===== src/ebt_chk_placeholder_none.sv =====
// intentionally empty design note file: no logic
`timescale 1ns/1ps
`default_nettype none
`default_nettype wire


===== src/ebt_pkg.sv =====
// package: constants, types and register map of the 8-bit timer pair
// Function
// - unit 0 sources: edges, fx, /2, /4, /64, /256, /8192
// - unit 1 sources: edges, fx, /2, /16, /64, /256, /4096
// - source select resets to falling edge
// - run bit: 0 clears and stops, 1 counts
// - mode bit: clear-on-match or free-running PWM
// - set/reset pair: none, force 0, force 1
// - bit 1: toggle enable, or PWM active level
// - output enable 0 holds output low
// - set/reset bits always read as zero
// - set/reset ignored in PWM mode
// - PWM stopped drives output inactive
// - mode settings reach output even when stopped
// - mode register resets zero, byte writes accepted
// - counter increments on each selected count tick
// - match in clear mode raises interrupt and clears
// - PWM active on overflow, inactive on match
// - enabled inversion toggles flop on each match
`default_nettype none

package ebt_pkg;

	// ---------------------------------------------------------------
	// sizes
	// ---------------------------------------------------------------
	localparam int NUM_UNITS = 2; // two timer units, alike except for their tap tables
	localparam int ADDR_W = 18; // apb byte address width
	localparam int DIV_W = 13; // prescaler width, largest divide 2^13
	localparam int CSEL_W = 3; // source select field width

	// ---------------------------------------------------------------
	// register indices; byte address is four times the index
	// ---------------------------------------------------------------
	localparam logic [15:0] IDX_MODE0 = 16'hFF6B;
	localparam logic [15:0] IDX_MODE1 = 16'hFF43;
	localparam logic [15:0] IDX_CSEL0 = 16'hFF8A;
	localparam logic [15:0] IDX_CSEL1 = 16'hFF8C;
	localparam logic [15:0] IDX_CNT0 = 16'hFF16;
	localparam logic [15:0] IDX_CNT1 = 16'hFF1F;
	localparam logic [15:0] IDX_CMP0 = 16'hFF17;
	localparam logic [15:0] IDX_CMP1 = 16'hFF41;

	// ---------------------------------------------------------------
	// mode register bit positions
	// ---------------------------------------------------------------
	localparam int BIT_RUN = 7; // count_run_bit
	localparam int BIT_PWM = 6; // pwm_mode_bit
	localparam int BIT_SET = 3; // flop_set_cmd
	localparam int BIT_RST = 2; // flop_reset_cmd
	localparam int BIT_INV = 1; // invert_or_polarity_bit
	localparam int BIT_OE = 0; // output_enable_bit

	// ---------------------------------------------------------------
	// reset values and codes
	// ---------------------------------------------------------------
	localparam logic [7:0] RST_MODE = 8'h00;
	localparam logic [2:0] RST_CSEL = 3'h0;
	localparam logic [7:0] RST_CMP = 8'h00;
	localparam logic [7:0] COUNT_MAX = 8'hFF; // overflow point
	localparam logic [2:0] SRC_FALL = 3'h0;
	localparam logic [2:0] SRC_RISE = 3'h1;
	localparam logic [2:0] SRC_FX = 3'h2; // first prescaled code
	// divide exponents for codes 2..7, code 2 in the low field
	localparam logic [29:0] EXP_UNIT0 = {5'h0D, 5'h08, 5'h06, 5'h02, 5'h01, 5'h00};
	localparam logic [29:0] EXP_UNIT1 = {5'h0C, 5'h08, 5'h06, 5'h04, 5'h01, 5'h00};

	// ---------------------------------------------------------------
	// types
	// ---------------------------------------------------------------
	typedef enum logic [1:0] {K_MODE, K_CSEL, K_CMP, K_CNT} ebt_kind_e;

	typedef struct packed {
		logic hit; // address maps to a register
		ebt_kind_e kind; // which register of the unit
		logic unit; // unit number
	} ebt_sel_s;

	typedef struct packed {
		logic run; // count_run_bit
		logic pwm; // pwm_mode_bit
		logic pol; // invert_or_polarity_bit
		logic oe; // output_enable_bit
		logic ff; // timer output flop
		logic pwm_act; // pwm output flop, 1 = active
		logic irq; // match_irq pulse
		logic pin; // timer_output_pin
		logic [CSEL_W-1:0] csel; // count_source_select_reg
		logic [7:0] cmp; // compare_value
		logic [7:0] count; // count_value
	} ebt_unit_s;

	typedef struct packed {
		ebt_unit_s [NUM_UNITS-1:0] u;
		logic [7:0] prdata;
		logic pready;
		logic pslverr;
	} ebt_top_s;

	typedef struct packed {
		logic sync1; // first synchroniser stage
		logic sync2; // second synchroniser stage
		logic prev; // delayed copy for edge detect
		logic [DIV_W-1:0] div; // free-running prescaler
		logic en; // count enable
	} ebt_src_s;

endpackage : ebt_pkg

`default_nettype wire


===== src/ebt_count_src.sv =====
// count-enable source: event pin edge detect and prescaler taps
`timescale 1ns/1ps
`default_nettype none

module ebt_count_src #(
	parameter logic [29:0] EXP_TAB = ebt_pkg::EXP_UNIT0
) (
	input wire logic pclk,
	input wire logic presetn,
	input wire logic event_pin,
	input wire logic [2:0] sel,
	input wire logic run,
	output logic count_en
);

	// ---------------------------------------------------------------
	// elaboration check: every tap must fit the prescaler
	// ---------------------------------------------------------------
	for (genvar i = 0; i < 6; i++)
	begin : g_chk
		if (int'(EXP_TAB[5*i +: 5]) > ebt_pkg::DIV_W)
		begin : g_bad
			$error("prescaler tap exceeds divider width");
		end
	end

	// one cycle tick every 2^e cycles; e = 0 ticks always
	function automatic logic tap_tick(input logic [ebt_pkg::DIV_W-1:0] div,
		input logic [4:0] e);
		logic [ebt_pkg::DIV_W-1:0] mask;
		mask = ebt_pkg::DIV_W'((1 << e) - 1);
		tap_tick = &(div | ~mask);
	endfunction : tap_tick

	ebt_pkg::ebt_src_s q; // all state
	ebt_pkg::ebt_src_s d; // next state

	// ---------------------------------------------------------------
	// next state
	// ---------------------------------------------------------------
	always_comb
	begin
		logic en;
		logic [2:0] k;
		en = 1'b0;
		k = sel - ebt_pkg::SRC_FX;
		d = q;
		// sync1 feeds only sync2
		d.sync1 = event_pin;
		d.sync2 = q.sync1;
		d.prev = q.sync2;
		// prescaler free-runs so taps stay phase-aligned
		d.div = q.div + 1'b1;
		if (sel == ebt_pkg::SRC_FALL)
		begin
			en = q.prev & ~q.sync2; // falling edge
		end
		else if (sel == ebt_pkg::SRC_RISE)
		begin
			en = q.sync2 & ~q.prev; // rising edge
		end
		else
		begin
			en = tap_tick(q.div, EXP_TAB[5*k +: 5]);
		end
		// stopped timer ignores its inputs
		d.en = run & en;
	end

	// ---------------------------------------------------------------
	// state register
	// ---------------------------------------------------------------
	always_ff @(posedge pclk or negedge presetn)
	begin
		if (!presetn)
			q <= '0;
		else
			q <= d;
	end

	assign count_en = q.en;

	// ---------------------------------------------------------------
	// checks
	// ---------------------------------------------------------------
	chk_fx_direct: assert property (@(posedge pclk) disable iff (!presetn)
		(run && sel == ebt_pkg::SRC_FX) |=> count_en)
		else $error("fx source did not tick every cycle");
	chk_div_spacing: assert property (@(posedge pclk) disable iff (!presetn)
		(count_en && sel > ebt_pkg::SRC_FX && $stable(sel)) |=> !count_en)
		else $error("divided source ticked twice in a row");
	chk_edge_enable: assert property (@(posedge pclk) disable iff (!presetn)
		(run && sel == ebt_pkg::SRC_RISE && q.sync2 && !q.prev) |=> count_en)
		else $error("rising edge did not give a count enable");

endmodule : ebt_count_src

`default_nettype wire


===== src/ebt_top.sv =====
// two 8-bit timer/event counters with apb register access
`timescale 1ns/1ps
`default_nettype none

module ebt_top #(
	parameter int ADDR_W = ebt_pkg::ADDR_W
) (
	input wire logic pclk,
	input wire logic presetn,
	input wire logic psel,
	input wire logic penable,
	input wire logic pwrite,
	input wire logic [ADDR_W-1:0] paddr,
	input wire logic [31:0] pwdata,
	input wire logic [3:0] pstrb,
	output logic [31:0] prdata,
	output logic pready,
	output logic pslverr,
	input wire logic [1:0] event_input_pin,
	output logic [1:0] timer_output_pin,
	output logic [1:0] match_irq
);

	// ---------------------------------------------------------------
	// elaboration check
	// ---------------------------------------------------------------
	if (ADDR_W < ebt_pkg::ADDR_W)
	begin : g_bad_addr
		$error("address bus too narrow for the register map");
	end

	// ---------------------------------------------------------------
	// address decode, shared by read and write paths
	// ---------------------------------------------------------------
	function automatic ebt_pkg::ebt_sel_s reg_decode(input logic [ADDR_W-3:0] idx);
		ebt_pkg::ebt_sel_s s;
		s = '{hit: 1'b1, kind: ebt_pkg::K_MODE, unit: 1'b0};
		if (idx == (ADDR_W-2)'(ebt_pkg::IDX_MODE0))
			s = '{hit: 1'b1, kind: ebt_pkg::K_MODE, unit: 1'b0};
		else if (idx == (ADDR_W-2)'(ebt_pkg::IDX_MODE1))
			s = '{hit: 1'b1, kind: ebt_pkg::K_MODE, unit: 1'b1};
		else if (idx == (ADDR_W-2)'(ebt_pkg::IDX_CSEL0))
			s = '{hit: 1'b1, kind: ebt_pkg::K_CSEL, unit: 1'b0};
		else if (idx == (ADDR_W-2)'(ebt_pkg::IDX_CSEL1))
			s = '{hit: 1'b1, kind: ebt_pkg::K_CSEL, unit: 1'b1};
		else if (idx == (ADDR_W-2)'(ebt_pkg::IDX_CMP0))
			s = '{hit: 1'b1, kind: ebt_pkg::K_CMP, unit: 1'b0};
		else if (idx == (ADDR_W-2)'(ebt_pkg::IDX_CMP1))
			s = '{hit: 1'b1, kind: ebt_pkg::K_CMP, unit: 1'b1};
		else if (idx == (ADDR_W-2)'(ebt_pkg::IDX_CNT0))
			s = '{hit: 1'b1, kind: ebt_pkg::K_CNT, unit: 1'b0};
		else if (idx == (ADDR_W-2)'(ebt_pkg::IDX_CNT1))
			s = '{hit: 1'b1, kind: ebt_pkg::K_CNT, unit: 1'b1};
		else
			s.hit = 1'b0; // unmapped: answered with pslverr
		return s;
	endfunction : reg_decode

	// ---------------------------------------------------------------
	// signals
	// ---------------------------------------------------------------
	ebt_pkg::ebt_top_s q; // all state
	ebt_pkg::ebt_top_s d; // next state
	ebt_pkg::ebt_sel_s rs; // decoded address
	logic wr; // write takes effect this edge
	logic setup; // apb setup cycle
	logic [1:0] count_en; // per-unit count tick
	logic [1:0] wr_mode; // mode register write per unit

	assign rs = reg_decode(paddr[ADDR_W-1:2]);
	assign setup = psel & ~penable;
	// only the low byte lane carries register data
	assign wr = psel & penable & q.pready & pwrite & pstrb[0] & rs.hit;

	// ---------------------------------------------------------------
	// count sources, one per unit with its own tap table
	// ---------------------------------------------------------------
	for (genvar g = 0; g < ebt_pkg::NUM_UNITS; g++)
	begin : g_src
		localparam logic [29:0] TAB = (g == 0) ? ebt_pkg::EXP_UNIT0 : ebt_pkg::EXP_UNIT1;
		ebt_count_src #(
			.EXP_TAB(TAB)
		) u_src (
			.pclk(pclk),
			.presetn(presetn),
			.event_pin(event_input_pin[g]),
			.sel(q.u[g].csel),
			.run(q.u[g].run),
			.count_en(count_en[g])
		);
		assign wr_mode[g] = wr & (rs.kind == ebt_pkg::K_MODE) & (rs.unit == 1'(g));
	end

	// ---------------------------------------------------------------
	// next state: bus slave, register writes, counters, outputs
	// ---------------------------------------------------------------
	always_comb
	begin
		ebt_pkg::ebt_unit_s r;
		logic wu;
		logic match;
		r = q.u[rs.unit];
		wu = 1'b0;
		match = 1'b0;
		d = q;
		// one wait-free access phase: ready rises after setup
		d.pready = setup;
		// error flag stands only beside ready, never lingers
		d.pslverr = 1'b0;
		if (setup)
		begin
			d.pslverr = ~rs.hit;
			unique case (rs.kind)
				// set/reset commands read as zero
				ebt_pkg::K_MODE: d.prdata = {r.run, r.pwm, 4'h0, r.pol, r.oe};
				ebt_pkg::K_CSEL: d.prdata = {5'h00, r.csel};
				ebt_pkg::K_CMP: d.prdata = r.cmp;
				ebt_pkg::K_CNT: d.prdata = r.count;
			endcase
			if (!rs.hit)
				d.prdata = 8'h00; // unmapped reads zero
		end
		for (int i = 0; i < ebt_pkg::NUM_UNITS; i++)
		begin
			wu = wr & (rs.unit == 1'(i));
			d.u[i].irq = 1'b0;
			// register writes; a byte write is the only form
			if (wu)
			begin
				unique case (rs.kind)
					ebt_pkg::K_MODE:
					begin
						d.u[i].run = pwdata[ebt_pkg::BIT_RUN];
						d.u[i].pwm = pwdata[ebt_pkg::BIT_PWM];
						d.u[i].pol = pwdata[ebt_pkg::BIT_INV];
						d.u[i].oe = pwdata[ebt_pkg::BIT_OE];
						// preset only outside PWM; code 11 is ignored
						if (!pwdata[ebt_pkg::BIT_PWM])
						begin
							if (pwdata[ebt_pkg::BIT_SET] && !pwdata[ebt_pkg::BIT_RST])
								d.u[i].ff = 1'b1;
							else if (!pwdata[ebt_pkg::BIT_SET] && pwdata[ebt_pkg::BIT_RST])
								d.u[i].ff = 1'b0;
						end
					end
					// upper five bits are not stored
					ebt_pkg::K_CSEL: d.u[i].csel = pwdata[ebt_pkg::CSEL_W-1:0];
					ebt_pkg::K_CMP: d.u[i].cmp = pwdata[7:0];
					ebt_pkg::K_CNT: ; // counter is read-only
				endcase
			end
			match = (q.u[i].count == q.u[i].cmp);
			// stopped: counter held at zero, pwm made inactive
			if (!d.u[i].run)
			begin
				d.u[i].count = 8'h00;
				d.u[i].pwm_act = 1'b0;
			end
			else if (count_en[i])
			begin
				if (!q.u[i].pwm)
				begin
					if (match)
					begin
						// clear and start, interrupt on match
						d.u[i].count = 8'h00;
						d.u[i].irq = 1'b1;
						if (q.u[i].pol)
							d.u[i].ff = ~d.u[i].ff; // square wave
					end
					else
					begin
						d.u[i].count = q.u[i].count + 8'h01;
					end
				end
				else
				begin
					// free-running: wraps, no clear on match
					d.u[i].count = q.u[i].count + 8'h01;
					// overflow wins over a match on the same tick
					if (q.u[i].count == ebt_pkg::COUNT_MAX)
						d.u[i].pwm_act = 1'b1;
					else if (match)
						d.u[i].pwm_act = 1'b0;
				end
			end
			// output follows settings even when stopped
			if (!d.u[i].oe)
				d.u[i].pin = 1'b0;
			else if (d.u[i].pwm)
				d.u[i].pin = d.u[i].pwm_act ^ d.u[i].pol;
			else
				d.u[i].pin = d.u[i].ff;
		end
	end

	// ---------------------------------------------------------------
	// state register, all fields clear to zero
	// ---------------------------------------------------------------
	always_ff @(posedge pclk or negedge presetn)
	begin
		if (!presetn)
			q <= '0;
		else
			q <= d;
	end

	// ---------------------------------------------------------------
	// outputs, each straight from the state register
	// ---------------------------------------------------------------
	assign prdata = {24'h000000, q.prdata};
	assign pready = q.pready;
	assign pslverr = q.pslverr;
	for (genvar g = 0; g < ebt_pkg::NUM_UNITS; g++)
	begin : g_out
		assign timer_output_pin[g] = q.u[g].pin;
		assign match_irq[g] = q.u[g].irq;
	end

	// ---------------------------------------------------------------
	// checks per unit
	// ---------------------------------------------------------------
	for (genvar g = 0; g < ebt_pkg::NUM_UNITS; g++)
	begin : g_chk
		chk_reset_select: assert property (@(posedge pclk)
			$rose(presetn) |-> (q.u[g].csel == ebt_pkg::RST_CSEL))
			else $error("source select not zero after reset");
		chk_reset_mode: assert property (@(posedge pclk)
			$rose(presetn) |-> (!q.u[g].run && !q.u[g].pwm && !q.u[g].oe && !q.u[g].pol))
			else $error("mode register not zero after reset");
		chk_byte_write: assert property (@(posedge pclk) disable iff (!presetn)
			wr_mode[g] |=> (q.u[g].run == $past(pwdata[7]) && q.u[g].pwm == $past(pwdata[6])))
			else $error("mode write not stored");
		chk_stop_clears: assert property (@(posedge pclk) disable iff (!presetn)
			!q.u[g].run |-> (q.u[g].count == 8'h00))
			else $error("counter not cleared while stopped");
		chk_count_step: assert property (@(posedge pclk) disable iff (!presetn)
			(q.u[g].run && count_en[g] && !wr_mode[g] && q.u[g].count != q.u[g].cmp)
			|=> (q.u[g].count == $past(q.u[g].count) + 8'h01))
			else $error("counter did not step on count tick");
		chk_match_clear: assert property (@(posedge pclk) disable iff (!presetn)
			(q.u[g].run && count_en[g] && !q.u[g].pwm && !wr_mode[g]
			&& q.u[g].count == q.u[g].cmp) |=> (q.u[g].count == 8'h00 && match_irq[g]))
			else $error("match did not clear and interrupt");
		chk_pwm_no_clear: assert property (@(posedge pclk) disable iff (!presetn)
			(q.u[g].run && count_en[g] && q.u[g].pwm && !wr_mode[g]
			&& q.u[g].count == q.u[g].cmp) |=> (!match_irq[g] && q.u[g].count != 8'h00
			|| $past(q.u[g].count) == ebt_pkg::COUNT_MAX))
			else $error("pwm mode cleared counter on match");
		chk_pwm_overflow: assert property (@(posedge pclk) disable iff (!presetn)
			(q.u[g].run && count_en[g] && q.u[g].pwm && !wr_mode[g]
			&& q.u[g].count == ebt_pkg::COUNT_MAX) |=> q.u[g].pwm_act)
			else $error("overflow did not activate pwm");
		chk_toggle: assert property (@(posedge pclk) disable iff (!presetn)
			(q.u[g].run && count_en[g] && !q.u[g].pwm && q.u[g].pol && !wr_mode[g]
			&& q.u[g].count == q.u[g].cmp) |=> (q.u[g].ff != $past(q.u[g].ff)))
			else $error("match did not toggle output flop");
		chk_preset_set: assert property (@(posedge pclk) disable iff (!presetn)
			(wr_mode[g] && pwdata[7:6] == 2'b00 && pwdata[3:2] == 2'b10) |=> q.u[g].ff)
			else $error("set command ignored");
		chk_preset_clr: assert property (@(posedge pclk) disable iff (!presetn)
			(wr_mode[g] && pwdata[7:6] == 2'b00 && pwdata[3:2] == 2'b01) |=> !q.u[g].ff)
			else $error("reset command ignored");
		chk_pwm_preset: assert property (@(posedge pclk) disable iff (!presetn)
			(wr_mode[g] && pwdata[6]) |=> $stable(q.u[g].ff))
			else $error("preset acted in pwm mode");
		chk_out_disable: assert property (@(posedge pclk) disable iff (!presetn)
			(!q.u[g].oe && !wr_mode[g]) |=> !timer_output_pin[g])
			else $error("disabled output not low");
		chk_pwm_level: assert property (@(posedge pclk) disable iff (!presetn)
			(q.u[g].pwm && q.u[g].oe && !wr_mode[g] && !count_en[g] && q.u[g].run)
			|=> (timer_output_pin[g] == ($past(q.u[g].pwm_act) ^ $past(q.u[g].pol))))
			else $error("pwm output level wrong");
		chk_pwm_stop: assert property (@(posedge pclk) disable iff (!presetn)
			(q.u[g].pwm && !q.u[g].run && q.u[g].oe && !wr_mode[g])
			|=> (timer_output_pin[g] == $past(q.u[g].pol)))
			else $error("stopped pwm output not inactive");
		chk_immediate: assert property (@(posedge pclk) disable iff (!presetn)
			(wr_mode[g] && pwdata[7:6] == 2'b00 && pwdata[3:2] == 2'b10 && pwdata[0])
			|=> timer_output_pin[g])
			else $error("stopped output did not follow preset");
		chk_read_zero: assert property (@(posedge pclk) disable iff (!presetn)
			(setup && rs.hit && rs.kind == ebt_pkg::K_MODE) |=> (prdata[3:2] == 2'b00))
			else $error("set/reset bits read nonzero");
		cov_interval: cover property (@(posedge pclk) disable iff (!presetn)
			match_irq[g] ##1 !match_irq[g] [*2] ##1 match_irq[g]);
		cov_pwm_cycle: cover property (@(posedge pclk) disable iff (!presetn)
			q.u[g].pwm && $rose(q.u[g].pwm_act) ##[1:600] $fell(q.u[g].pwm_act));
		cov_square: cover property (@(posedge pclk) disable iff (!presetn)
			!q.u[g].pwm && $rose(timer_output_pin[g]) ##[1:600] $fell(timer_output_pin[g]));
	end

endmodule : ebt_top

`default_nettype wire


===== config.mk =====
export PLATFORM = sky130hd
export DESIGN_NAME = ebt_top
export DESIGN_NICKNAME = d
export VERILOG_FILES = /design/src/ebt_chk_placeholder_none.sv /design/src/ebt_pkg.sv /design/src/ebt_count_src.sv /design/src/ebt_top.sv
export SDC_FILE = /design/constraint.sdc
export NUM_CORES = 1
export LEC_CHECK = 0
export ABC_AREA = 1
export CAP_MARGIN = 0
export CELL_PAD_IN_SITES_DETAIL_PLACEMENT = 0
export CELL_PAD_IN_SITES_GLOBAL_PLACEMENT = 1
export CORE_MARGIN = 3
export CORE_UTILIZATION = 29
export CTS_CLUSTER_DIAMETER = 50
export DETAILED_ROUTE_END_ITERATION = 8
export DONT_BUFFER_PORTS = 1
export PLACE_DENSITY_LB_ADDON = 0.15
export RECOVER_POWER = 100
export SYNTH_ARGS = -nofsm -noshare
export SYNTH_HDL_FRONTEND = slang
export SYNTH_SLANG_ARGS = --single-unit

===== constraint.sdc =====
create_clock -name pclk -period 5.98 [get_ports pclk]
set_input_delay 0.598 -clock pclk [delete_from_list [all_inputs] [get_ports pclk]]
set_output_delay 0.598 -clock pclk [all_outputs]
set_load 0.005 [all_outputs]

# [Word-level counts from Yosys, hierarchy flattened]
# Index checks and enable logic that the tools add are counted.
[word_totals] word_cells=175 input_bits=61 ff_bits=98
[op_classes] n_addsub=8 n_mul=2 mux=64 bitwise_logic=29 n_reduce_logical=13 shifts=4 eq_ne=19 order_cmp=1
[op_table] cell="$eq A16 B16 Y1 const B" n=8
[op_table] cell="$mux W8" n=9
[op_table] cell="$shiftx A30 B7 Y5 const A" n=2
[op_table] cell="$mux W27" n=2
[op_table] cell="$mux W1" n=38
[op_table] cell="$pmux W8 S4" n=1
[op_table] cell="$mux W4" n=7
[op_table] cell="$add A13 B1 Y13 const B" n=2
[op_table] cell="$not A13 Y13" n=2
[op_table] cell="$or A13 B13 Y13" n=2
[op_table] cell="$reduce_and A13 Y1" n=2
[op_table] cell="$shl A1 B5 Y13 const A" n=2
[op_table] cell="$sub A13 B2 Y13 const B" n=2
[op_table] cell="$mux W5" n=4
[op_table] cell="$add A8 B1 Y8 const B" n=2
[op_table] cell="$eq A8 B8 Y1" n=2
[op_table] cell="$eq A8 B8 Y1 const B" n=2
[op_table] cell="$and A1 B1 Y1" n=14
[op_table] cell="$mul A3 B3 Y6 const A" n=2
[op_table] cell="$mux W3" n=3
[op_table] cell="$not A1 Y1" n=9
[op_table] cell="$reduce_and A2 Y1" n=4
[op_table] cell="$eq A3 B1 Y1 const B" n=2
[op_table] cell="$logic_not A3 Y1" n=2
[op_table] cell="other kinds (9)" n=15

# [Longest topological paths before layout]
# Gate-level depths: netlist of run 1.
[depth] depth_word=21 ltp_mapped=18 ltp_nobuf=18

# [By module]
# From an unflattened synthesis of run 1, not the netlist that was laid out.
[unflattened] hier_cells=831 area_unflattened_um2=6347.3
[by_module_without_submodules] module="ebt_top" area_each_um2=4145.2 n_inst=1 cells_per_inst=554
[by_module_without_submodules] module="ebt_count_src at g_src[0].u_src" area_each_um2=1144.8 n_inst=1 cells_per_inst=147
[by_module_without_submodules] module="ebt_count_src at g_src[1].u_src" area_each_um2=1057.3 n_inst=1 cells_per_inst=130

# [Worst setup path after synthesis of run 1]
# OpenSTA, ideal clock, no wires.
[synth_timing] path_type="register to register" startpoint="register q[27] in the netlist's numbering" endpoint="register g_src[0].u_src.q, in the netlist g_src[0].u_src.count_en" t_arrival_ns=2.029 path_stages_with_launch=13 path_slack_ns=3.828 required_ns=5.857 path_buffers=0 path_cell_list="dfrtp_1 > inv_1 > ha_1 > inv_1 > nor2_1 > o21ai_0 > nand2_1 > a211oi_1 > nand3_1 > a21oi_1 > o21ai_0 > nand3_1 > a21oi_1"
[synth_lines] item="start: declaration" line="ebt_top.sv:62" text="ebt_pkg::ebt_top_s q;"
[synth_lines] item="start signal: assignment" line="ebt_top.sv:203" text="q <= '0;"
[synth_lines] item="start signal: assignment" line="ebt_top.sv:205" text="q <= d;"
[synth_lines] item="end signal: assignment" line="ebt_count_src.sv:76" text="q <= '0;"
[synth_lines] item="end signal: assignment" line="ebt_count_src.sv:78" text="q <= d;"
[synth_lines] item="end: declaration" line="ebt_count_src.sv:35" text="ebt_pkg::ebt_src_s q;"

==> qor.tcl, run 1 <==
set qor(synth.ff_latch_count) 98
set qor(critical_path.slowest_cell) {sky130_fd_sc_hd__nor2_1}
set qor(nNetsFinal) 877
set qor(critPathCaptureType) {register}
set qor(crit_path_class) {in2reg}
set qor(post_drt_wl_per_cell_um) 15.6
set qor(multi_input_comb_area_sq_um) 2940
set qor(report.power.total_w) 0.00131
set qor(cts_buffers) 9
set qor(synth.yosys.warnings) 0
set qor(synth-edff-count) 0
set qor(ctsHtreeMaxLevel) 3
set qor(globalRoute.totalOverflow) 0
set qor(final_min_period_over_clock_period_pct) 60.1
set qor(yosys.area.top_type) {sky130_fd_sc_hd__dfrtp_1}
set qor(clock-skew-final_ps) 10.7
set qor(worstMarginPinSlew_ps) 915
set qor(clock_insertion_delay_worst_skew_ps) 350
set qor(period_minus_slack_ps) 3590
set qor(fillers) 2220
set qor(total_leakage_power_nw) 3.14
set qor(drt.antenna.violating_nets) 0
set qor(comb_power_share_pct) 3.1
set qor(drt_pre_antenna_iters) 5
set qor(power.ir.vdd_worst_uv) 94.5
set qor(antenna_cells_inserted) 0
set qor(die_h_um) 151
set qor(top_level_ports) 99
set qor(rows) 52
set qor(utilization_after_layout_pct) 31.6
set qor(seq_area_frac_synth_pct) 40.4
set qor(cts_tree) {yes}
set qor(grt.met2_usage_pct) 22.8
set qor(slew_headroom_pct) 38.8
set qor(outcome) {complete, no violations}
set qor(cts.sinks) 98
set qor(place_ws_ps) 3130
set qor(timing.critical_path.from_type) {primary input}
set qor(grt_setup_unrepaired) {no}
set qor(power_report.internal_total_w) 0.00100
set qor(timing.critical_path.cells) {nand2_1 > nor2_1 > nand2_1 > clkinvlp_2 > nand2_1 > nand3_1 > nor2_1 > nand3_1 > inv_1 > nand2_2 > nand2_1 > o21ai_0 > a211oi_2}
set qor(fp.dieArea_sq_um) 22700
set qor(synth.area.top_cells) {sky130_fd_sc_hd__dfrtp_1, sky130_fd_sc_hd__nand2_1, sky130_fd_sc_hd__inv_1}
set qor(final_cell_mix) {sky130_fd_sc_hd__nand2_1, sky130_fd_sc_hd__inv_1, sky130_fd_sc_hd__nor2_1, sky130_fd_sc_hd__dfrtp_1, sky130_fd_sc_hd__o21ai_0}
set qor(finalHoldViolations) 0
set qor(timing.critical_path.fanout_max) 16
set qor(layout.area.seq_sq_um) 2450
set qor(grt_start_max_net_pins) 99
set qor(std_cell_core_area_sq_um) 20400
set qor(number_of_setup_violations_in_the_final_report) 0
set qor(ctsLongestPathBuffers) 2
set qor(seq_power_share_pct) 50.8
set qor(layout_commonest_cell) {sky130_fd_sc_hd__nand2_1}
set qor(drt_iter0_markers) 300
set qor(synthDominantCellAreaShare_pct) 40.4
set qor(routed_wl_um) 16900
set qor(grt_antenna_before_repair) 0
set qor(initial_core_util_pct) 29.7
set qor(area_growth_syn_to_layout_pct) 6.29
set qor(path_clk_slew_ps) 80
set qor(synthArstFlopShare_pct) 100
set qor(synth_cells) 815
set qor(hold_class) {in2async}
set qor(timing.fmax_ghz) 0.278
set qor(die_w_um) 151
set qor(timing.max_cap.violations) 0
set qor(track_usage_pct) 15.3
set qor(final_max_slew_viol_count) 0
set qor(postSynth.topFlopCell) {sky130_fd_sc_hd__dfrtp_1}
set qor(groute.layer.met1.usage_pct) 21.5
set qor(stdcell_area_sq_um) 6450
set qor(ys_types) 39
set qor(io_buffer_count) 0
set qor(drt-vias-per-instance) 4.77
set qor(final_critical_path_setup_slack_ps) 2390
set qor(dr_total_vias) 5152
set qor(first_pass_grt_wire_length_um) 27000
set qor(worst_path_largest_cell_delay_ps) 700
set qor(required_time_of_the_critical_path_ps) 6250
set qor(total_switching_power_w) 0.000311
set qor(m3_gr_usage_pct) 4.09
set qor(busiest_layer) {met2}
set qor(placed_cell_area_sq_um) 6180
set qor(synth.avg_cell_area_sq_um) 7.45
set qor(power.density_nw_per_um2) 203
set qor(drc) 0
set qor(gp_routability_congestion) 0.818
set qor(root_buffer) {sky130_fd_sc_hd__clkbuf_16}
set qor(synth_area_sq_um) 6070
set qor(p_clk_share_pct) 46.1
set qor(dp_hpwl_um) 13000
set qor(fraction_of_layout_instances_using_a_drive_strength_above_1_pct) 4.19
set qor(first_global_vias) 5084
set qor(worstPathArrival_ps) 3860
set qor(totalNegativeSetupSlack_ps) 0
set qor(power.switching_fraction_pct) 23.7
set qor(crit_top_cell) {sky130_fd_sc_hd__nand2_1}
-- worst paths after layout --
check	start	endpoint	slack, ps	depth (start not counted)
max	paddr[11]	q[11]	2390	13
min	presetn	pready	150	1
max reg2reg	q[27]	g_src[0].u_src.count_en	3400	11
min reg2reg	g_src[0].u_src.d[15]	g_src[0].u_src.d[14]	360	0
max in group asynchronous	presetn	q[63]	5380	1
min in group pclk	event_input_pin[1]	g_src[1].u_src.d[15]	270	0
-- power by group through the flow --
stage | Clock [W] | Combinational, W | Sequential (W)
final | 0.000605 | 0.0000409 | 0.000666
after global routing | 0.000655 | 0.0000484 | 0.000666
after CTS | 0.000628 | 0.0000427 | 0.000666
after detailed placement | 0 | 0.0000261 | 0.000679
after global placement | 0 | 0.0000264 | 0.000679
after floorplan | 0 | 0.0000310 | 0.000679
-- logic make-up after synthesis --
kind of cell,Yosys count,synth area share [%]
simple gates,395,28.7
flops,98,40.4
compound gates,123,11.4
other cells,1,0.0618
fa+ha+maj,10,2.06
xor+xnor,40,5.77
buf+inv,148,11.6
-- critical path, delay by kind of cell --
kind,cells,cell delay (ps)
and+or+nand+nor,9,2080
AOI/OAI and AO/OA,2,640
buffers and inverters,2,530
-- synthesized netlist by cell type, types with 4 or more instances --
library cell / count
sky130_fd_sc_hd__a21oi_1: 36
sky130_fd_sc_hd__a22o_1: 4
sky130_fd_sc_hd__buf_4: 38
sky130_fd_sc_hd__dfrtp_1: 98
sky130_fd_sc_hd__ha_1: 10
sky130_fd_sc_hd__inv_1: 98
sky130_fd_sc_hd__inv_2: 5
sky130_fd_sc_hd__nand2_1: 165
sky130_fd_sc_hd__nand2_2: 8
sky130_fd_sc_hd__nand3_1: 54
sky130_fd_sc_hd__nand4_1: 20
sky130_fd_sc_hd__nor2_1: 96
sky130_fd_sc_hd__nor2_2: 5
sky130_fd_sc_hd__nor3_1: 35
sky130_fd_sc_hd__o211ai_1: 6
sky130_fd_sc_hd__o21ai_0: 48
sky130_fd_sc_hd__o21ai_1: 14
sky130_fd_sc_hd__xnor2_1: 8
sky130_fd_sc_hd__xor2_1: 32
-- registers in the layout (all words and copies together) (netlist names) --
| signal | flops |
|---|---|
| g_src.u_src.d | 4 |
| pready | 1 |
| g_src.u_src.count_en | 2 |
| pslverr | 1 |
| match_irq | 2 |
| timer_output_pin | 2 |
| g_src.u_src.q | 28 |
| prdata | 8 |
| q | 50 |
-- metal layers --
metal	routed length (um)	up-vias	share of wire, %
met5	0	-	0
met4	378	0	2.2
met3	1150	22	6.8
met2	7060	141	42
met1	8290	2418	49
li1	-	2571	-
-- metrics by stage --
stage | instances | hold slack [ps]
2_1_floorplan | 838 | 302
3_3_place_gp | 1064 | 311
3_5_place_dp | 1064 | 312
4_1_cts | 1081 | 196
5_1_grt | 1081 | 183
6_report | 1081 | 149
-- area by class of cell --
type / count / share of cell area, %
well taps: 270 / 5.24
inverters: 104 / 6.07
flip-flops and latches: 98 / 38.0
clock inverters: 7 / 1.18
multi-input cells: 592 / 45.6
repair buffers: 1 / 0.427
clock buffers: 9 / 3.49
-- repair_timing --
action | 4_1_cts | 5_1_grt
setup buffers | 0 | 0
resized for setup | 0 | 0
hold buffers | 1 | 0
endpoints found under the hold margin | 98 | 0
Power figures use the tool's default switching activity.
==> inputs of run 2 (changes only) <==
Clock period 5.98 ns to 3.5 ns, I/O delays scaled along.
==> qor.tcl, run 2 (synthesis gave the netlist of run 1 again) <==
set qor(outcome) {complete, no violations}
set qor(worst_path_largest_cell_delay_ps) 730 ;# +30 ps
set qor(fillers) 2233 ;# +0.59%
set qor(slew_headroom_pct) 35.4 ;# -3.4 points
set qor(totalNegativeSetupSlack_ps) 0 ;# unchanged
set qor(critPathCaptureType) {register}
set qor(seq_power_share_pct) 50.6 ;# -0.2 points
set qor(fp.dieArea_sq_um) 22700 ;# unchanged
set qor(worstPathArrival_ps) 3030 ;# -830 ps
set qor(area_growth_syn_to_layout_pct) 6.88
set qor(power_report.internal_total_w) 0.00174 ;# +74%
set qor(grt.met2_usage_pct) 22.9 ;# +0.11 points
set qor(dp_hpwl_um) 13100 ;# +0.68%
set qor(total_leakage_power_nw) 3.17 ;# +0.94%
set qor(layout_commonest_cell) {sky130_fd_sc_hd__nand2_1}
set qor(period_minus_slack_ps) 2790
set qor(final_critical_path_setup_slack_ps) 714 ;# -1670 ps
set qor(first_global_vias) 5019 ;# -1.3%
set qor(root_buffer) {sky130_fd_sc_hd__clkbuf_16}
set qor(required_time_of_the_critical_path_ps) 3740 ;# -2510 ps
set qor(comb_power_share_pct) 3.2 ;# about the same
set qor(drt.antenna.violating_nets) 0 ;# unchanged
set qor(finalHoldViolations) 0 ;# unchanged
set qor(drt_pre_antenna_iters) 5 ;# unchanged
set qor(m3_gr_usage_pct) 3.76 ;# -0.33 points
set qor(path_clk_slew_ps) 70 ;# about the same
set qor(power.switching_fraction_pct) 22.5 ;# -1.2 points
set qor(cts_buffers) 9 ;# unchanged
set qor(rows) 52 ;# unchanged
set qor(cts.sinks) 98 ;# unchanged
set qor(power.ir.vdd_worst_uv) 237 ;# +150%
set qor(timing.max_cap.violations) 0 ;# unchanged
set qor(first_pass_grt_wire_length_um) 27000 ;# +0.26%
set qor(clock-skew-final_ps) 10.1 ;# -0.547 ps
set qor(gp_routability_congestion) 0.813 ;# -0.67%
set qor(critical_path.slowest_cell) {sky130_fd_sc_hd__nor2_1}
set qor(timing.fmax_ghz) 0.359
set qor(crit_top_cell) {sky130_fd_sc_hd__nand2_1}
set qor(grt_start_max_net_pins) 99 ;# unchanged
set qor(drt_iter0_markers) 275 ;# -8.3%
set qor(worstMarginPinSlew_ps) 966 ;# +51.0 ps
set qor(hold_class) {in2reg}
set qor(grt_setup_unrepaired) {no}
set qor(postCtsSetupBuffers) 0 ;# unchanged
set qor(total_switching_power_w) 0.000506 ;# +63%
set qor(post_drt_wl_per_cell_um) 15.7 ;# +0.42%
set qor(timing.critical_path.from_type) {primary input}
set qor(grt_antenna_before_repair) 0 ;# unchanged
set qor(cts_tree) {yes}
set qor(fraction_of_layout_instances_using_a_drive_strength_above_1_pct) 4.18 ;# -0.010 points
set qor(final_cell_mix) {sky130_fd_sc_hd__nand2_1, sky130_fd_sc_hd__inv_1, sky130_fd_sc_hd__nor2_1, sky130_fd_sc_hd__dfrtp_1, sky130_fd_sc_hd__o21ai_0}
set qor(dr_total_vias) 5156 ;# +0.078%
set qor(globalRoute.totalOverflow) 0 ;# unchanged
set qor(die_w_um) 151 ;# unchanged
set qor(largest_register_ffs) 50 ;# unchanged
set qor(groute.layer.met1.usage_pct) 22.0 ;# +0.49 points
set qor(crit_path_class) {in2reg}
set qor(largest_register) {q}
set qor(drc) 0 ;# unchanged
set qor(power.density_nw_per_um2) 347 ;# +70%
set qor(ctsHtreeMaxLevel) 3 ;# unchanged
set qor(final_max_slew_viol_count) 0 ;# unchanged
set qor(ctsLongestPathBuffers) 2 ;# unchanged
set qor(nNetsFinal) 880 ;# +0.34%
set qor(track_usage_pct) 15.4 ;# +0.039 points
set qor(timing.critical_path.cells) {nand2_1 > nor2_1 > nand2_1 > inv_4 > nand2_1 > nand3_1 > nor2_1 > nand3_1 > inv_1 > nand2_1 > nand2_4 > nand3_1 > nand2_1 > nand2_1 > nor2_1 > nor2_1}
set qor(initial_core_util_pct) 29.7 ;# unchanged
set qor(final_min_period_over_clock_period_pct) 79.6
set qor(number_of_setup_violations_in_the_final_report) 0 ;# unchanged
set qor(cts_repair_resize_count) 0 ;# unchanged
set qor(drt-vias-per-instance) 4.76 ;# -0.11%
set qor(timing.critical_path.fanout_max) 16 ;# unchanged
set qor(post_cts_hold_buffer_count) 2 ;# +1
set qor(io_buffer_count) 0 ;# unchanged
set qor(busiest_layer) {met2}
set qor(place_ws_ps) 930 ;# -2200 ps
set qor(die_h_um) 151 ;# unchanged
set qor(routed_wl_um) 17000 ;# +0.60%
set qor(p_clk_share_pct) 46.2 ;# about the same
set qor(top_level_ports) 99 ;# unchanged
set qor(std_cell_core_area_sq_um) 20400 ;# unchanged
set qor(antenna_cells_inserted) 0 ;# unchanged
set qor(clock_insertion_delay_worst_skew_ps) 350 ;# about the same
run 2: changes by cell type in the layout (fill, tap and decap cells not counted), sizes merged:
| cell | before | now |
|---|---|---|
| dlygate4sd3 | 0 | 1 |
| clkinv | 3 | 0 |
| clkbuf | 9 | 12 |
| clkinvlp | 2 | 1 |
| buf | 1 | 3 |
run 2: layer usage:
layer	vias to the layer above	part of all wire, %
met2	146	43
met3	19	5.8
met4	0	1.9
met5	-	0
li1	2581	-
met1	2410	49
run 2: final timing paths:
path | start | end | slack, ps | depth (start not counted)
max | paddr[11] | timer_output_pin[0] | 710 | 16
min | event_input_pin[1] | g_src[1].u_src.d[15] | 20 | 0
max reg2reg | q[27] | g_src[0].u_src.count_en | 910 | 12
min reg2reg | g_src[1].u_src.d[15] | g_src[1].u_src.d[14] | 360 | 0
max in group asynchronous | presetn | g_src[1].u_src.q[13] | 2450 | 2
min in group asynchronous | presetn | prdata[6] | 610 | 2
run 2: final cells by class:
cell class	count	area, sq um	share of cell area [%]
clock inverters	3	46.3	0.713
well taps	270	338	5.21
multi-input cells	592	2950	45.5
inverters	104	393	6.05
clock buffers	12	256	3.95
repair buffers	4	52.6	0.810
flip-flops and latches	98	2450	37.8
run 2: power by group through the flow:
stage | clock network (W) | registers (W) | logic [W]
floorplan | 0 | 0.00116 | 0.0000529
global placement | 0 | 0.00116 | 0.0000449
detailed placement | 0 | 0.00116 | 0.0000449
CTS | 0.00107 | 0.00114 | 0.0000748
global route | 0.00111 | 0.00114 | 0.0000849
finish | 0.00104 | 0.00114 | 0.0000719
run 2: through the flow:
stage	power [W]	cell area, sq um	utilization, %	instances	hold WS [ps]
2_1_floorplan	0.00121	6160	-	838	54.4
3_3_place_gp	0.00121	6200	30.3	1066	63.3
3_5_place_dp	0.00121	6200	30.3	1066	63.3
4_1_cts	0.00229	6540	32.0	1083	6.47
5_1_grt	0.00234	6490	31.8	1083	5.76
6_report	0.00225	6490	31.8	1083	24.8
run 2: worst max-delay path, delay by kind of cell:
| kind | cells | cell delay (ps) |
|---|---|---|
| and+or+nand+nor | 14 | 2360 |
| buffers and inverters | 2 | 310 |
==> inputs of run 3 (changes only) <==
Settings changed: ABC_AREA 1 to 0.
Clock period 3.5 ns to 2.6 ns, I/O delays scaled along.
==> qor.tcl, run 3 <==
set qor(routed_wl_um) 16000 ;# -5.7%
set qor(ctsLongestPathBuffers) 2 ;# unchanged
set qor(cts.sinks) 98 ;# unchanged
set qor(largest_register) {q}
set qor(first_pass_grt_wire_length_um) 25400 ;# -5.9%
set qor(placed_cell_area_sq_um) 6530 ;# +5.3%
set qor(power.density_nw_per_um2) 472 ;# +36%
set qor(root_buffer) {sky130_fd_sc_hd__clkbuf_16}
set qor(fraction_of_layout_instances_using_a_drive_strength_above_1_pct) 20.7 ;# +17 points
set qor(drt-vias-per-instance) 4.93 ;# +3.5%
set qor(number_of_setup_violations_in_the_final_report) 0 ;# unchanged
set qor(period_minus_slack_ps) 2530
set qor(postSynth.topFlopCell) {sky130_fd_sc_hd__dfrtp_1}
set qor(stdcell_area_sq_um) 6910 ;# +6.4%
set qor(ys_types) 71 ;# +82%
set qor(fillers) 2062 ;# -7.7%
set qor(worstPathArrival_ps) 2820 ;# -210 ps
set qor(fp.dieArea_sq_um) 22200 ;# -2.1%
set qor(io_buffer_count) 0 ;# unchanged
set qor(largest_register_ffs) 50 ;# unchanged
set qor(drc) 0 ;# unchanged
set qor(layout_commonest_cell) {sky130_fd_sc_hd__dfrtp_1}
set qor(timing.max_cap.violations) 0 ;# unchanged
set qor(synth_area_sq_um) 5940 ;# -2.1%
set qor(timing.critical_path.from_type) {register}
set qor(area_growth_syn_to_layout_pct) 16.3
set qor(post_drt_wl_per_cell_um) 17.4 ;# +11%
set qor(cts_buffers) 9 ;# unchanged
set qor(outcome) {complete, no violations}
set qor(synth.avg_cell_area_sq_um) 9.77 ;# +31%
set qor(synth_cells) 608 ;# -25%
set qor(synth.ff_latch_count) 98 ;# unchanged
set qor(std_cell_core_area_sq_um) 19800 ;# -3.2%
set qor(synth-edff-count) 0 ;# unchanged
set qor(final_min_period_over_clock_period_pct) 97.3
set qor(final_max_slew_viol_count) 0 ;# unchanged
set qor(path_clk_slew_ps) 70 ;# about the same
set qor(track_usage_pct) 14.7 ;# -0.69 points
set qor(drt_pre_antenna_iters) 5 ;# unchanged
set qor(yosysMostFrequentCell) {sky130_fd_sc_hd__dfrtp_1}
set qor(drt.antenna.violating_nets) 0 ;# unchanged
set qor(first_global_vias) 4433 ;# -12%
set qor(clock-skew-final_ps) 9.76 ;# -0.362 ps
set qor(dp_hpwl_um) 12200 ;# -7.1%
set qor(ctsHtreeMaxLevel) 3 ;# unchanged
set qor(antenna_cells_inserted) 0 ;# unchanged
set qor(yosys.area.top_type) {sky130_fd_sc_hd__dfrtp_1}
set qor(place_ws_ps) -139 ;# -1070 ps
set qor(final_critical_path_setup_slack_ps) 69.9 ;# -644 ps
set qor(required_time_of_the_critical_path_ps) 2890 ;# -850 ps
set qor(die_h_um) 149 ;# -1.0%
set qor(cts_tree) {yes}
set qor(slew_headroom_pct) 7.12 ;# -28 points
set qor(grt_setup_unrepaired) {yes}
set qor(total_leakage_power_nw) 3.05 ;# -3.7%
set qor(synth.area.top_cells) {sky130_fd_sc_hd__dfrtp_1, sky130_fd_sc_hd__xnor2_1, sky130_fd_sc_hd__mux2_2}
set qor(clock_insertion_delay_worst_skew_ps) 350 ;# about the same
set qor(final_cell_mix) {sky130_fd_sc_hd__dfrtp_1, sky130_fd_sc_hd__buf_4, sky130_fd_sc_hd__nor2_1, sky130_fd_sc_hd__xnor2_1, sky130_fd_sc_hd__nand2_1}
set qor(nNetsFinal) 723 ;# -18%
set qor(timing.fmax_ghz) 0.395
set qor(drt_iter0_markers) 336 ;# +22%
set qor(top_level_ports) 99 ;# unchanged
set qor(grt_start_max_net_pins) 99 ;# unchanged
set qor(power.ir.vdd_worst_uv) 288 ;# +22%
set qor(critPathCaptureType) {register}
set qor(seq_area_frac_synth_pct) 41.3 ;# +0.88 points
set qor(synthArstFlopShare_pct) 100 ;# unchanged
set qor(finalHoldViolations) 0 ;# unchanged
set qor(synth.yosys.warnings) 0 ;# unchanged
set qor(rows) 51 ;# -1.9%
set qor(initial_core_util_pct) 30.0 ;# +0.32 points
set qor(worstMarginPinSlew_ps) 1390 ;# +427 ps
set qor(crit_path_class) {reg2reg}
set qor(grt_antenna_before_repair) 0 ;# unchanged
set qor(synth_commonest_cells) {sky130_fd_sc_hd__dfrtp_1, sky130_fd_sc_hd__nor2_1, sky130_fd_sc_hd__xnor2_1}
set qor(synthDominantCellAreaShare_pct) 41.3 ;# +0.88 points
set qor(die_w_um) 149 ;# -1.0%
set qor(globalRoute.totalOverflow) 0 ;# unchanged
set qor(hold_class) {in2reg}
set qor(gp_routability_congestion) 0.820 ;# +0.84%
set qor(dr_total_vias) 4539 ;# -12%
set qor(report.power.total_w) 0.00326 ;# +45%
set qor(timing.critical_path.fanout_max) 4 ;# -12
-- run 3: cell types whose count changed after synthesis, sizes merged, moves of 14 or more --
cell,change
a21oi,-20
clkbuf,+18
inv,-81
mux2,+28
nand2,-139
nand3,-26
nor2,-60
nor2b,+14
nor3,-20
o21ai,-47
xnor2,+32
-- run 3: per-stage QoR --
step	utilization [%]	setup TNS [ps]	cells	hold WS [ps]
floorplan	-	0	631	-35.6
global placement	33.0	-164	899	-31.3
detailed placement	33.0	-250	899	-31.2
CTS	34.9	0	919	18.4
global route	34.9	-245	921	31.0
finish	34.9	0	921	38.2
-- run 3: layer usage --
metal	share of wire [%]	track usage, %	vias to the layer above
met5	0	0	-
li1	-	-	2218
met1	49	21.5	2227
met4	1.3	3.84	0
met3	3.7	2.98	13
met2	45	22.0	81
-- run 3: cell type report --
| type | count | area (sq um) | share of cell area, % |
|---|---|---|---|
| Inverter | 24 | 90.1 | 1.30 |
| Clock buffer | 10 | 239 | 3.46 |
| Sequential cell | 98 | 2460 | 35.6 |
| Multi-Input combinational cell | 449 | 3220 | 46.6 |
| Timing Repair Buffer | 70 | 509 | 7.37 |
| Clock inverter | 5 | 63.8 | 0.924 |
| Tap cell | 265 | 332 | 4.80 |
-- run 3: cell families after synthesis --
kind of cell	count (synthesis)	synth area share [%]
and+or+nand+nor	206	19.3
AOI/OAI and AO/OA	109	13.4
DFF	98	41.3
buffers and inverters	84	7.75
xor gates and xnor gates	61	8.99
muxes	39	7.16
adders and majority gates	10	2.11
other	1	0.0631
-- run 3: path summary, 6_finish.rpt --
| kind | to | slack, ps | depth (start not counted) | startpoint |
|---|---|---|---|---|
| worst min register to register | g_src[1].u_src.d[14] | 350 | 0 | g_src[1].u_src.d[15] |
| worst max-delay path | g_src[1].u_src.count_en | 70 | 10 | q[55] |
| max in group asynchronous | q[55] | 820 | 2 | presetn |
| worst min-delay path | q[27] | 40 | 2 | pwdata[1] |
| min in group asynchronous | g_src[0].u_src.q[7] | 830 | 2 | presetn |
| worst max register to register | g_src[1].u_src.count_en | 70 | 10 | q[55] |
-- run 3: where the power goes --
group	switching (W)	total, W	internal, W	leakage (nW)
logic	0.000160	0.000264	0.000104	1.63
clock network	0.000623	0.00140	0.000775	0.145
registers	0.0000320	0.00160	0.00157	1.28
total	0.000815	0.00326	0.00244	3.05
-- run 3: what timing repair did --
action / in CTS / in global routing
hold buffers: 4 / 0
cloned: 0 / 0
endpoints found under the hold margin: 100 / 0
endpoints found under the setup margin: 2 / 2
pin swaps: 1 / 10
buffers inserted: 1 / 2
resized for setup: 2 / 17
-- run 3: critical path, stage by stage (launching register included) --
cell and delay, ps:
sky130_fd_sc_hd__dfrtp_2 440, sky130_fd_sc_hd__ha_4 190, sky130_fd_sc_hd__a211oi_4 250, sky130_fd_sc_hd__inv_2 80, sky130_fd_sc_hd__ha_4 270, sky130_fd_sc_hd__o22ai_2 70
sky130_fd_sc_hd__a221oi_2 180, sky130_fd_sc_hd__o221ai_1 140, sky130_fd_sc_hd__or4_1 490, sky130_fd_sc_hd__o22ai_1 180, sky130_fd_sc_hd__o311a_1 180
